--- src/mbd_pkg.sv ---
package mbd_pkg;

  localparam int WORD_W = 16;
  localparam int BYTE_HI = 15;
  localparam int BYTE_LO = 8;
  localparam int MODE_BIT = 7;
  localparam int FIELD7_MSB = 6;
  localparam int IMM_MSB = 12;
  localparam int SHIFT_MSB = 1;

  localparam logic [15:0] W_ADD_PROD = 16'hce15;
  localparam logic [15:0] W_PROD_ACC = 16'hce14;
  localparam logic [15:0] W_SUB_PROD = 16'hce16;
  localparam logic [15:0] M_SHIFT = 16'hfffc;
  localparam logic [15:0] W_SHIFT = 16'hce08;
  localparam logic [15:0] M_VIA_ACC = 16'hfff8;
  localparam logic [15:0] W_VIA_ACC = 16'hce20;
  localparam logic [15:0] M_BRANCH = 16'hff80;
  localparam logic [15:0] W_BRANCH = 16'hff80;
  localparam logic [15:0] W_AUX_NZ = 16'hfb80;
  localparam logic [15:0] W_TEST_SET = 16'hf980;
  localparam logic [2:0] TOP_IMM = 3'h5;

  localparam logic [7:0] U_PROD_HI = 8'h53;
  localparam logic [7:0] U_LD_MULT = 8'h3c;
  localparam logic [7:0] U_LD_ACCUM = 8'h3d;
  localparam logic [7:0] U_LD_MOVE = 8'h3f;
  localparam logic [7:0] U_LD_PROD = 8'h3e;
  localparam logic [7:0] U_LD_SUB = 8'h5b;
  localparam logic [7:0] U_MAC_LONG = 8'h5d;
  localparam logic [7:0] U_MAC_MOVE = 8'h5c;
  localparam logic [7:0] U_MULT = 8'h38;
  localparam logic [7:0] U_MULT_ADD = 8'h3a;
  localparam logic [7:0] U_MULT_SUB = 8'h3b;
  localparam logic [7:0] U_MULT_UNS = 8'hcf;
  localparam logic [7:0] U_ST_HI = 8'h7d;
  localparam logic [7:0] U_ST_LO = 8'h7c;
  localparam logic [7:0] U_SQ_ACC = 8'h39;
  localparam logic [7:0] U_SQ_SUB = 8'h5a;

  localparam logic [1:0] SHIFT_RESET = 2'h0;

  typedef enum logic [4:0] {
    OP_NONE = 5'h00, OP_ADD_PRODUCT_TO_ACC = 5'h01, OP_PRODUCT_TO_ACC = 5'h02,
    OP_SUB_PRODUCT_FROM_ACC = 5'h03, OP_SET_PRODUCT_SHIFT = 5'h04,
    OP_BRANCH_VIA_ACC = 5'h05, OP_LOAD_PRODUCT_HIGH = 5'h06,
    OP_LOAD_MULTIPLICAND = 5'h07, OP_LOAD_MULTIPLICAND_ACCUMULATE = 5'h08,
    OP_LOAD_MULTIPLICAND_MOVE = 5'h09, OP_LOAD_MULTIPLICAND_PRODUCT_TO_ACC = 5'h0a,
    OP_LOAD_MULTIPLICAND_SUBTRACT = 5'h0b, OP_MULTIPLY_ACCUMULATE_LONG = 5'h0c,
    OP_MULTIPLY_ACCUMULATE_MOVE = 5'h0d, OP_MULTIPLY_OPERAND = 5'h0e,
    OP_MULTIPLY_IMMEDIATE = 5'h0f, OP_MULTIPLY_ADD_PREVIOUS = 5'h10,
    OP_MULTIPLY_SUB_PREVIOUS = 5'h11, OP_MULTIPLY_UNSIGNED = 5'h12,
    OP_STORE_PRODUCT_HIGH = 5'h13, OP_STORE_PRODUCT_LOW = 5'h14,
    OP_SQUARE_ACCUMULATE = 5'h15, OP_SQUARE_SUBTRACT = 5'h16,
    OP_BRANCH_ALWAYS = 5'h17, OP_BRANCH_AUX_NONZERO = 5'h18,
    OP_BRANCH_TESTFLAG_SET = 5'h19
  } mbd_op_e;

  typedef enum logic [1:0] {
    S_IDLE = 2'b01,
    S_WAIT = 2'b10
  } mbd_state_e;

  typedef struct packed {
    logic acc_add;
    logic acc_sub;
    logic acc_load;
    logic mult_load;
    logic mult_run;
    logic unsigned_mul;
    logic square;
    logic prod_high_load;
    logic store_high;
    logic store_low;
    logic data_move;
  } mbd_ctl_s;

endpackage

--- src/mbd_dec_if.sv ---
`timescale 1ns/1ps
interface mbd_dec_if;
  import mbd_pkg::*;
  logic [15:0] word;
  mbd_op_e op;
  logic two_word;
  logic mem_operand;
  logic is_branch;

  modport classifier (input word, output op, output two_word, output mem_operand,
    output is_branch);
  modport user (output word, input op, input two_word, input mem_operand, input is_branch);
endinterface

--- src/mbd_classify.sv ---
`timescale 1ns/1ps
module mbd_classify
  import mbd_pkg::*;
(
  mbd_dec_if.classifier dif
);

  logic [7:0] upper;

  assign upper = dif.word[BYTE_HI:BYTE_LO];

  // --------------------------------------------------------------
  // Opcode match: full words first, then masked forms, then bytes
  // --------------------------------------------------------------
  always_comb
  begin
    dif.op = OP_NONE;
    if (dif.word == W_ADD_PROD) dif.op = OP_ADD_PRODUCT_TO_ACC;
    else if (dif.word == W_PROD_ACC) dif.op = OP_PRODUCT_TO_ACC;
    else if (dif.word == W_SUB_PROD) dif.op = OP_SUB_PRODUCT_FROM_ACC;
    else if ((dif.word & M_SHIFT) == W_SHIFT) dif.op = OP_SET_PRODUCT_SHIFT;
    else if ((dif.word & M_VIA_ACC) == W_VIA_ACC) dif.op = OP_BRANCH_VIA_ACC;
    else if ((dif.word & M_BRANCH) == W_BRANCH) dif.op = OP_BRANCH_ALWAYS;
    else if ((dif.word & M_BRANCH) == W_AUX_NZ) dif.op = OP_BRANCH_AUX_NONZERO;
    else if ((dif.word & M_BRANCH) == W_TEST_SET) dif.op = OP_BRANCH_TESTFLAG_SET;
    else if (dif.word[BYTE_HI -: 3] == TOP_IMM) dif.op = OP_MULTIPLY_IMMEDIATE;
    else
    begin
      case (upper)
        U_PROD_HI: dif.op = OP_LOAD_PRODUCT_HIGH;
        U_LD_MULT: dif.op = OP_LOAD_MULTIPLICAND;
        U_LD_ACCUM: dif.op = OP_LOAD_MULTIPLICAND_ACCUMULATE;
        U_LD_MOVE: dif.op = OP_LOAD_MULTIPLICAND_MOVE;
        U_LD_PROD: dif.op = OP_LOAD_MULTIPLICAND_PRODUCT_TO_ACC;
        U_LD_SUB: dif.op = OP_LOAD_MULTIPLICAND_SUBTRACT;
        U_MAC_LONG: dif.op = OP_MULTIPLY_ACCUMULATE_LONG;
        U_MAC_MOVE: dif.op = OP_MULTIPLY_ACCUMULATE_MOVE;
        U_MULT: dif.op = OP_MULTIPLY_OPERAND;
        U_MULT_ADD: dif.op = OP_MULTIPLY_ADD_PREVIOUS;
        U_MULT_SUB: dif.op = OP_MULTIPLY_SUB_PREVIOUS;
        U_MULT_UNS: dif.op = OP_MULTIPLY_UNSIGNED;
        U_ST_HI: dif.op = OP_STORE_PRODUCT_HIGH;
        U_ST_LO: dif.op = OP_STORE_PRODUCT_LOW;
        U_SQ_ACC: dif.op = OP_SQUARE_ACCUMULATE;
        U_SQ_SUB: dif.op = OP_SQUARE_SUBTRACT;
        default: dif.op = OP_NONE;
      endcase
    end
  end

  always_comb
  begin
    dif.two_word = 1'b0;
    dif.is_branch = 1'b0;
    dif.mem_operand = 1'b0;
    case (dif.op)
      OP_MULTIPLY_ACCUMULATE_LONG, OP_MULTIPLY_ACCUMULATE_MOVE:
      begin
        dif.two_word = 1'b1;
        dif.mem_operand = 1'b1;
      end
      OP_BRANCH_ALWAYS, OP_BRANCH_AUX_NONZERO, OP_BRANCH_TESTFLAG_SET:
      begin
        dif.two_word = 1'b1;
        dif.is_branch = 1'b1;
      end
      OP_BRANCH_VIA_ACC: dif.is_branch = 1'b1;
      OP_NONE, OP_ADD_PRODUCT_TO_ACC, OP_PRODUCT_TO_ACC, OP_SUB_PRODUCT_FROM_ACC,
      OP_SET_PRODUCT_SHIFT, OP_MULTIPLY_IMMEDIATE: dif.mem_operand = 1'b0;
      default: dif.mem_operand = 1'b1;
    endcase
  end

endmodule

--- src/mbd_decoder.sv ---
`timescale 1ns/1ps
module mbd_decoder
  import mbd_pkg::*;
(
  input wire logic mclk,
  input wire logic rst,
  input wire logic fetch_valid,
  input wire logic [15:0] fetch_word,
  input wire logic flush,
  input wire logic [15:0] acc_low,
  input wire logic aux_nonzero,
  input wire logic test_control_flag,
  output logic dec_valid,
  output mbd_op_e dec_op,
  output logic dec_unknown,
  output logic dec_mem_operand,
  output logic dec_indirect,
  output logic [6:0] dec_offset,
  output logic [12:0] dec_imm,
  output logic [15:0] dec_ext_word,
  output logic [1:0] product_shift_field,
  output logic ctl_acc_add,
  output logic ctl_acc_sub,
  output logic ctl_acc_load,
  output logic ctl_mult_load,
  output logic ctl_mult_run,
  output logic ctl_unsigned,
  output logic ctl_square,
  output logic ctl_prod_high_load,
  output logic ctl_store_high,
  output logic ctl_store_low,
  output logic ctl_data_move,
  output logic branch_valid,
  output logic branch_taken,
  output logic [15:0] branch_target,
  output logic [6:0] branch_ar_ctrl,
  output logic second_pending
);

  // --------------------------------------------------------------
  // Classification of the word on the fetch port
  // --------------------------------------------------------------
  mbd_dec_if dif ();

  mbd_classify u_classify (
    .dif(dif)
  );

  assign dif.word = fetch_word;

  // --------------------------------------------------------------
  // Control strobes per operation
  // --------------------------------------------------------------
  function automatic mbd_ctl_s ctl_of(input mbd_op_e op);
    mbd_ctl_s c;
    c = '0;
    case (op)
      OP_ADD_PRODUCT_TO_ACC: c.acc_add = 1'b1;
      OP_PRODUCT_TO_ACC: c.acc_load = 1'b1;
      OP_SUB_PRODUCT_FROM_ACC: c.acc_sub = 1'b1;
      OP_LOAD_PRODUCT_HIGH: c.prod_high_load = 1'b1;
      OP_LOAD_MULTIPLICAND: c.mult_load = 1'b1;
      OP_LOAD_MULTIPLICAND_ACCUMULATE:
      begin
        c.mult_load = 1'b1;
        c.acc_add = 1'b1;
      end
      OP_LOAD_MULTIPLICAND_MOVE:
      begin
        c.mult_load = 1'b1;
        c.acc_add = 1'b1;
        c.data_move = 1'b1;
      end
      OP_LOAD_MULTIPLICAND_PRODUCT_TO_ACC:
      begin
        c.mult_load = 1'b1;
        c.acc_load = 1'b1;
      end
      OP_LOAD_MULTIPLICAND_SUBTRACT:
      begin
        c.mult_load = 1'b1;
        c.acc_sub = 1'b1;
      end
      OP_MULTIPLY_ACCUMULATE_LONG:
      begin
        c.mult_load = 1'b1;
        c.mult_run = 1'b1;
        c.acc_add = 1'b1;
      end
      OP_MULTIPLY_ACCUMULATE_MOVE:
      begin
        c.mult_load = 1'b1;
        c.mult_run = 1'b1;
        c.acc_add = 1'b1;
        c.data_move = 1'b1;
      end
      OP_MULTIPLY_OPERAND, OP_MULTIPLY_IMMEDIATE: c.mult_run = 1'b1;
      OP_MULTIPLY_ADD_PREVIOUS:
      begin
        c.mult_run = 1'b1;
        c.acc_add = 1'b1;
      end
      OP_MULTIPLY_SUB_PREVIOUS:
      begin
        c.mult_run = 1'b1;
        c.acc_sub = 1'b1;
      end
      OP_MULTIPLY_UNSIGNED:
      begin
        c.mult_run = 1'b1;
        c.unsigned_mul = 1'b1;
      end
      OP_STORE_PRODUCT_HIGH: c.store_high = 1'b1;
      OP_STORE_PRODUCT_LOW: c.store_low = 1'b1;
      OP_SQUARE_ACCUMULATE:
      begin
        c.square = 1'b1;
        c.mult_run = 1'b1;
        c.acc_add = 1'b1;
      end
      OP_SQUARE_SUBTRACT:
      begin
        c.square = 1'b1;
        c.mult_run = 1'b1;
        c.acc_sub = 1'b1;
      end
      default: c = '0;
    endcase
    return c;
  endfunction

  // --------------------------------------------------------------
  // Sequencing of one- and two-word instructions
  // --------------------------------------------------------------
  mbd_state_e state_r;
  mbd_op_e first_op_r;
  logic [15:0] first_word_r;
  logic take_first;
  logic take_second;
  mbd_ctl_s ctl_r;

  // A flushed cycle drops both a pending first word and the word on the port
  assign take_first = fetch_valid && !flush && (state_r == S_IDLE);
  assign take_second = fetch_valid && !flush && (state_r == S_WAIT);

  always_ff @(posedge mclk or posedge rst)
  begin
    if (rst)
      state_r <= S_IDLE;
    else
    begin
      case (state_r)
        S_IDLE:
          if (take_first && dif.two_word)
            state_r <= S_WAIT;
        S_WAIT:
          if (flush || take_second)
            state_r <= S_IDLE;
        default: state_r <= S_IDLE;
      endcase
    end
  end

  always_ff @(posedge mclk or posedge rst)
  begin
    if (rst)
    begin
      first_op_r <= OP_NONE;
      first_word_r <= '0;
    end
    else if (take_first && dif.two_word)
    begin
      first_op_r <= dif.op;
      first_word_r <= fetch_word;
    end
  end

  assign second_pending = (state_r == S_WAIT);

  // --------------------------------------------------------------
  // Decoded instruction outputs
  // --------------------------------------------------------------
  always_ff @(posedge mclk or posedge rst)
  begin
    if (rst)
    begin
      dec_valid <= 1'b0;
      dec_op <= OP_NONE;
      dec_unknown <= 1'b0;
      dec_mem_operand <= 1'b0;
      dec_indirect <= 1'b0;
      dec_offset <= '0;
      dec_imm <= '0;
      dec_ext_word <= '0;
      ctl_r <= '0;
    end
    else if (take_first && !dif.two_word)
    begin
      dec_valid <= 1'b1;
      dec_op <= dif.op;
      dec_unknown <= (dif.op == OP_NONE);
      dec_mem_operand <= dif.mem_operand;
      dec_indirect <= dif.mem_operand && fetch_word[MODE_BIT];
      dec_offset <= fetch_word[FIELD7_MSB:0];
      dec_imm <= fetch_word[IMM_MSB:0];
      dec_ext_word <= '0;
      ctl_r <= ctl_of(dif.op);
    end
    else if (take_second)
    begin
      dec_valid <= 1'b1;
      dec_op <= first_op_r;
      dec_unknown <= 1'b0;
      dec_mem_operand <= (first_op_r == OP_MULTIPLY_ACCUMULATE_LONG) ||
        (first_op_r == OP_MULTIPLY_ACCUMULATE_MOVE);
      dec_indirect <= first_word_r[MODE_BIT] &&
        (first_op_r inside {OP_MULTIPLY_ACCUMULATE_LONG, OP_MULTIPLY_ACCUMULATE_MOVE});
      dec_offset <= first_word_r[FIELD7_MSB:0];
      dec_imm <= '0;
      dec_ext_word <= fetch_word;
      ctl_r <= ctl_of(first_op_r);
    end
    else
    begin
      dec_valid <= 1'b0;
      ctl_r <= '0;
    end
  end

  assign ctl_acc_add = ctl_r.acc_add;
  assign ctl_acc_sub = ctl_r.acc_sub;
  assign ctl_acc_load = ctl_r.acc_load;
  assign ctl_mult_load = ctl_r.mult_load;
  assign ctl_mult_run = ctl_r.mult_run;
  assign ctl_unsigned = ctl_r.unsigned_mul;
  assign ctl_square = ctl_r.square;
  assign ctl_prod_high_load = ctl_r.prod_high_load;
  assign ctl_store_high = ctl_r.store_high;
  assign ctl_store_low = ctl_r.store_low;
  assign ctl_data_move = ctl_r.data_move;

  // --------------------------------------------------------------
  // Product shift mode, held until the next set instruction
  // --------------------------------------------------------------
  always_ff @(posedge mclk or posedge rst)
  begin
    if (rst)
      product_shift_field <= SHIFT_RESET;
    else if (take_first && dif.op == OP_SET_PRODUCT_SHIFT)
      product_shift_field <= fetch_word[SHIFT_MSB:0];
  end

  // --------------------------------------------------------------
  // Branch resolution
  // --------------------------------------------------------------
  // Conditions are sampled with the second word so the pipeline sees the
  // status as it stands when the target becomes known.
  always_ff @(posedge mclk or posedge rst)
  begin
    if (rst)
    begin
      branch_valid <= 1'b0;
      branch_taken <= 1'b0;
      branch_target <= '0;
      branch_ar_ctrl <= '0;
    end
    else if (take_first && dif.is_branch && !dif.two_word)
    begin
      branch_valid <= 1'b1;
      branch_taken <= 1'b1;
      branch_target <= acc_low;
      branch_ar_ctrl <= '0;
    end
    else if (take_second && first_op_r == OP_BRANCH_ALWAYS)
    begin
      branch_valid <= 1'b1;
      branch_taken <= 1'b1;
      branch_target <= fetch_word;
      branch_ar_ctrl <= first_word_r[FIELD7_MSB:0];
    end
    else if (take_second && first_op_r == OP_BRANCH_AUX_NONZERO)
    begin
      branch_valid <= 1'b1;
      branch_taken <= aux_nonzero;
      branch_target <= fetch_word;
      branch_ar_ctrl <= first_word_r[FIELD7_MSB:0];
    end
    else if (take_second && first_op_r == OP_BRANCH_TESTFLAG_SET)
    begin
      branch_valid <= 1'b1;
      branch_taken <= test_control_flag;
      branch_target <= fetch_word;
      branch_ar_ctrl <= first_word_r[FIELD7_MSB:0];
    end
    else
    begin
      branch_valid <= 1'b0;
      branch_taken <= 1'b0;
    end
  end

  // --------------------------------------------------------------
  // Checks
  // --------------------------------------------------------------
  property p_add_prod;
    @(posedge mclk) disable iff (rst)
    take_first && fetch_word == W_ADD_PROD |=> dec_valid && ctl_acc_add && !ctl_acc_sub;
  endproperty
  a_add_prod: assert property (p_add_prod) else $error("add product not decoded");

  property p_prod_acc;
    @(posedge mclk) disable iff (rst)
    take_first && fetch_word == W_PROD_ACC |=> dec_op == OP_PRODUCT_TO_ACC && ctl_acc_load;
  endproperty
  a_prod_acc: assert property (p_prod_acc) else $error("product load not decoded");

  property p_sub_prod;
    @(posedge mclk) disable iff (rst)
    take_first && fetch_word == W_SUB_PROD |=> ctl_acc_sub && !ctl_acc_add;
  endproperty
  a_sub_prod: assert property (p_sub_prod) else $error("product subtract wrong");

  property p_ld_mult;
    @(posedge mclk) disable iff (rst)
    take_first && fetch_word[BYTE_HI:BYTE_LO] == U_LD_MULT |=> ctl_mult_load &&
      dec_indirect == $past(fetch_word[MODE_BIT]) && dec_offset == $past(fetch_word[FIELD7_MSB:0]);
  endproperty
  a_ld_mult: assert property (p_ld_mult) else $error("multiplicand load wrong");

  property p_two_word;
    @(posedge mclk) disable iff (rst)
    take_first && fetch_word[BYTE_HI:BYTE_LO] == U_MAC_LONG
      |=> !dec_valid && second_pending;
  endproperty
  a_two_word: assert property (p_two_word) else $error("two-word wait missing");

  property p_imm;
    @(posedge mclk) disable iff (rst)
    take_first && fetch_word[BYTE_HI -: 3] == TOP_IMM
      |=> ctl_mult_run && dec_imm == $past(fetch_word[IMM_MSB:0]);
  endproperty
  a_imm: assert property (p_imm) else $error("immediate multiply wrong");

  property p_shift;
    @(posedge mclk) disable iff (rst)
    take_first && (fetch_word & M_SHIFT) == W_SHIFT
      |=> product_shift_field == $past(fetch_word[SHIFT_MSB:0]);
  endproperty
  a_shift: assert property (p_shift) else $error("shift mode not set");

  property p_branch;
    @(posedge mclk) disable iff (rst)
    take_first && fetch_word == W_BRANCH ##1 take_second
      |=> branch_valid && branch_taken && branch_target == $past(fetch_word);
  endproperty
  a_branch: assert property (p_branch) else $error("branch target wrong");

  property p_via_acc;
    @(posedge mclk) disable iff (rst)
    take_first && (fetch_word & M_VIA_ACC) == W_VIA_ACC
      |=> branch_taken && branch_target == $past(acc_low);
  endproperty
  a_via_acc: assert property (p_via_acc) else $error("branch via acc wrong");

  property p_aux_nz;
    @(posedge mclk) disable iff (rst)
    take_second && first_op_r == OP_BRANCH_AUX_NONZERO
      |=> branch_valid && branch_taken == $past(aux_nonzero);
  endproperty
  a_aux_nz: assert property (p_aux_nz) else $error("aux branch condition wrong");

  property p_test_set;
    @(posedge mclk) disable iff (rst)
    take_second && first_op_r == OP_BRANCH_TESTFLAG_SET
      |=> branch_taken == $past(test_control_flag);
  endproperty
  a_test_set: assert property (p_test_set) else $error("test branch condition wrong");

  property p_ar_ctrl;
    @(posedge mclk) disable iff (rst)
    take_second && first_op_r == OP_BRANCH_ALWAYS
      |=> branch_ar_ctrl == $past(first_word_r[FIELD7_MSB:0]);
  endproperty
  a_ar_ctrl: assert property (p_ar_ctrl) else $error("branch aux control wrong");

endmodule

--- config.mk ---
export PLATFORM = sky130hd
export DESIGN_NAME = mbd_decoder
export DESIGN_NICKNAME = d
export VERILOG_FILES = /design/src/mbd_pkg.sv /design/src/mbd_dec_if.sv /design/src/mbd_classify.sv /design/src/mbd_decoder.sv
export SDC_FILE = /design/constraint.sdc
export NUM_CORES = 1
export LEC_CHECK = 0
export ABC_AREA = 1
export BUFFER_PORTS_ARGS = -buffer_cell sky130_fd_sc_hd__buf_2
export CORE_MARGIN = 5
export CORE_UTILIZATION = 50
export CTS_CLUSTER_DIAMETER = 60
export DETAILED_ROUTE_END_ITERATION = 16
export PLACE_DENSITY = 0.76
export SYNTH_ARGS = -nofsm -noshare
export SYNTH_HDL_FRONTEND = slang
export SYNTH_SLANG_ARGS = --single-unit
--- constraint.sdc ---
create_clock -name mclk -period 3.15 [get_ports mclk]
set_clock_uncertainty 0.1 [all_clocks]
set_input_delay 0.1575 -clock mclk [delete_from_list [all_inputs] [get_ports mclk]]
set_output_delay 0.1575 -clock mclk [all_outputs]
set_load 0.02 [all_outputs]
==> results.json <==
{
  "setup_ws_ns": 0.6635,
  "synthSimpleGateAreaFrac": 0.2821,
  "drv_cap": 0,
  "grt_usage": 0.2521,
  "die_w_um": 108.7,
  "num_vias": 4747,
  "drt_drc_violations_left": 0,
  "antenna_found_initial": 0,
  "max_stage_delay_ns": 0.54,
  "tightest_slew_ns": 0.6086,
  "post-dp-hpwl_um": 10450,
  "root_buffer": "clkbuf_8",
  "via_per_inst": 5.199,
  "cts_buffers": 9,
  "r2r_slack_ns": 0.82,
  "worst_ir_drop_vdd_v": 0.0002319,
  "clk_pin_slew_ns": 0.10,
  "cp-end-kind": "flop",
  "synth_fa_ha_area_frac": 0,
  "core-area_um2": 9639,
  "yosysSeqAreaShare": 0.5039,
  "hold_viol": 0,
  "critical_path.max_fanout": 33,
  "grt_pass1_wl_um": 23060,
  "p_leak_nw": 3.583,
  "portBuffers": 121,
  "ys_types": 38,
  "htree_levels": 3,
  "clkLatencyLatePin_ns": 0.38,
  "p_seq_frac": 0.540,
  "clkPwrFrac": 0.312,
  "cp.buffers_inverters": 6,
  "syn_area_um2": 4870,
  "crit_required_ns": 3.37,
  "dp_slack_ns": 0.8693,
  "diodes": 0,
  "status": "finished clean",
  "cts_buffer_depth": 2,
  "totalWireLength_um": 14300,
  "syn_area_per_cell_um2": 7.791,
  "synth-async-reset-ratio": 1.000,
  "place.gp.congestion": 0.8898,
  "post_drt_wl_per_cell_um": 15.66,
  "yosysTopAreaCell": "dfrtp_1",
  "row_count": 36,
  "syn_nets": 663,
  "num_io_pins": 122,
  "seq_area_um2": 2454,
  "clock_sinks": 98,
  "final_antenna_net_count": 0,
  "ys_seq_elements": 98,
  "rsz0062_at_grt": "false",
  "cts_tree": "yes",
  "maxSlewViolCount": 0,
  "area_growth_pct": 24.36,
  "hold_path_class": "input pin to flop",
  "pwr-share-comb": 0.147,
  "gr-total-overflow": 0,
  "grt_pass1_vias": 4613,
  "fin_nets": 813,
  "finalSetupTns_ns": 0,
  "crit_type": "input pin to flop",
  "ys_warn_count": 0,
  "dieArea_um2": 11810,
  "path_delay_family": "buffers and inverters",
  "relSlewSlack": 0.5933,
  "grt_start_max_net_pins": 45,
  "p_switching_mw": 0.7692,
  "first_iter_violations": 331,
  "worstPathArrival_ns": 2.71,
  "synth_compound_gate_area_share": 0.1164,
  "start_kind": "input pin",
  "synthFlopType": "dfrtp_1",
  "synth_top_area_frac": 0.4985,
  "fp.dieH_um": 108.7,
  "cp_slowest_cell": "dlygate4sd3_1",
  "setup_violations": 0,
  "fillers": 893,
  "synth_top_family_by_area": "simple AND/OR/NAND/NOR gates",
  "powerDensity_nw_per_um2": 414.3,
  "initial_core_util": 0.5052,
  "min_period_ns": 2.486,
  "period_share": 0.7894,
  "drive_gt1_frac": 0.2077,
  "switching_share": 0.3065,
  "path_common_cell": "inv_1",
  "synthXorXnorAreaFrac": 0,
  "internal-power_mw": 1.740,
  "cp_cell_sequence": "dlygate4sd3_1, buf_2, inv_1, nor2_1, nand2_1, nor2_1, inv_1, nand3_2, nor2_4, buf_4, nand2_1, o21ai_0, o21ai_0, inv_1",
  "synth_edf_count": 0,
  "multi_input_area_um2": 1941,
  "synth_mux_area_frac": 0,
  "dr.pass1.iters": 5,
  "fmax_mhz": 402.2,
  "synthTopCellsByArea": "dfrtp_1, nand2_1, inv_1",
  "synthCells": 625
}
## cell families (layout without fill, tap and decap cells)
kind of cell	Yosys count	after routing
compound gates	95	95
buf+inv	109	264
flops	98	98
simple gates	323	323
## final timing paths
check | end | from | cells past startpoint
worst min-delay path | dec_ext_word[4] | fetch_word[4] | 3
worst max register to register | branch_target[14] | state_r[0] | 11
worst min register to register | dec_imm[1] | dec_imm[1] | 2
worst max-delay path | branch_target[14] | fetch_word[12] | 14
min in group asynchronous | dec_imm[0] | rst | 3
max in group asynchronous | state_r[0] | rst | 4
## power groups by stage
| stage | Clock (mW) | Sequential, mW | Combinational, mW |
|---|---|---|---|
| after global placement | 0 | 1.38 | 0.338 |
| after CTS | 0.802 | 1.36 | 0.371 |
| final | 0.783 | 1.36 | 0.370 |
| after floorplan | 0 | 1.43 | 0.156 |
| after global routing | 0.854 | 1.36 | 0.409 |
| after detailed placement | 0 | 1.38 | 0.341 |
## cell usage in the layout, fill, tap and decap left out, types with 16 or more instances in the layout
| cell | instances |
|---|---|
| dlygate4sd3_1 | 32 |
| inv_1 | 81 |
| buf_2 | 121 |
| o21ai_0 | 47 |
| a22oi_1 | 16 |
| nor2_1 | 77 |
| nand2_1 | 174 |
| nand3_1 | 31 |
| dfrtp_1 | 97 |
## worst reg2reg max path, cell delays in order (launching register included)
cell,delay [ns]
dfstp_2,0.53
inv_1,0.04
nor2_1,0.08
nand2_1,0.06
inv_1,0.11
nand3_2,0.39
nor2_4,0.27
buf_4,0.34
nand2_1,0.09
o21ai_0,0.08
o21ai_0,0.11
inv_1,0.07
## state kept, by name, indices dropped and copies added, names as in the netlist, 2 cells and up
signal               flops
dec_offset               7
first_word_r             8
dec_imm                 13
dec_op                   5
branch_target           16
first_op_r               5
dec_ext_word            16
state_r                  2
branch_ar_ctrl           7
product_shift_field      2
## cells in the mapped netlist (all sizes together), types with 3 or more instances
cell type / number
a22oi: 18
clkbuf: 6
a21oi: 4
nor2: 80
nand3: 33
buf: 14
o21ai: 59
dfrtp: 97
o211ai: 5
nand4: 12
nand2: 176
o31ai: 3
nor3: 13
nor4: 5
inv: 88
## per-layer routing
layer | part of all wire | vias to the layer above | wire length, µm | GRT usage
met5 | 0 | - | 0 | 0
met4 | 0.016 | 0 | 222 | 0.07935
met3 | 0.087 | 22 | 1243 | 0.05033
met2 | 0.45 | 223 | 6486 | 0.4038
met1 | 0.44 | 2203 | 6349 | 0.3472
li1 | - | 2299 | - | -
## final cells by class
class	count	area share
Clock buffer	9	0.02045
Clock inverter	7	0.009711
Inverter	89	0.05641
Multi-Input combinational cell	418	0.3205
Sequential cell	98	0.4052
Tap cell	133	0.02748
Timing Repair Buffer	159	0.1603
## stage by stage
step,hold WS [ns],total power [mW],cells,area (µm²),utilization
2_1_floorplan,0.1733,1.586,625,4870,-
3_5_place_dp,0.1496,1.721,865,5553,0.5761
4_1_cts,0.007795,2.528,913,6056,0.6282
6_report,0.02915,2.509,913,6056,0.6282
3_3_place_gp,0.1372,1.717,865,5553,0.5761
5_1_grt,0.01969,2.627,913,6056,0.6282
## what timing repair did
item                                    in CTS  in global routing
endpoints found under the setup margin       0                  0
endpoints found under the hold margin       76                  0
hold buffers                                32                  0
buffers inserted                             0                  0
resized for setup                            0                  0
Power figures use the tool's default switching activity.
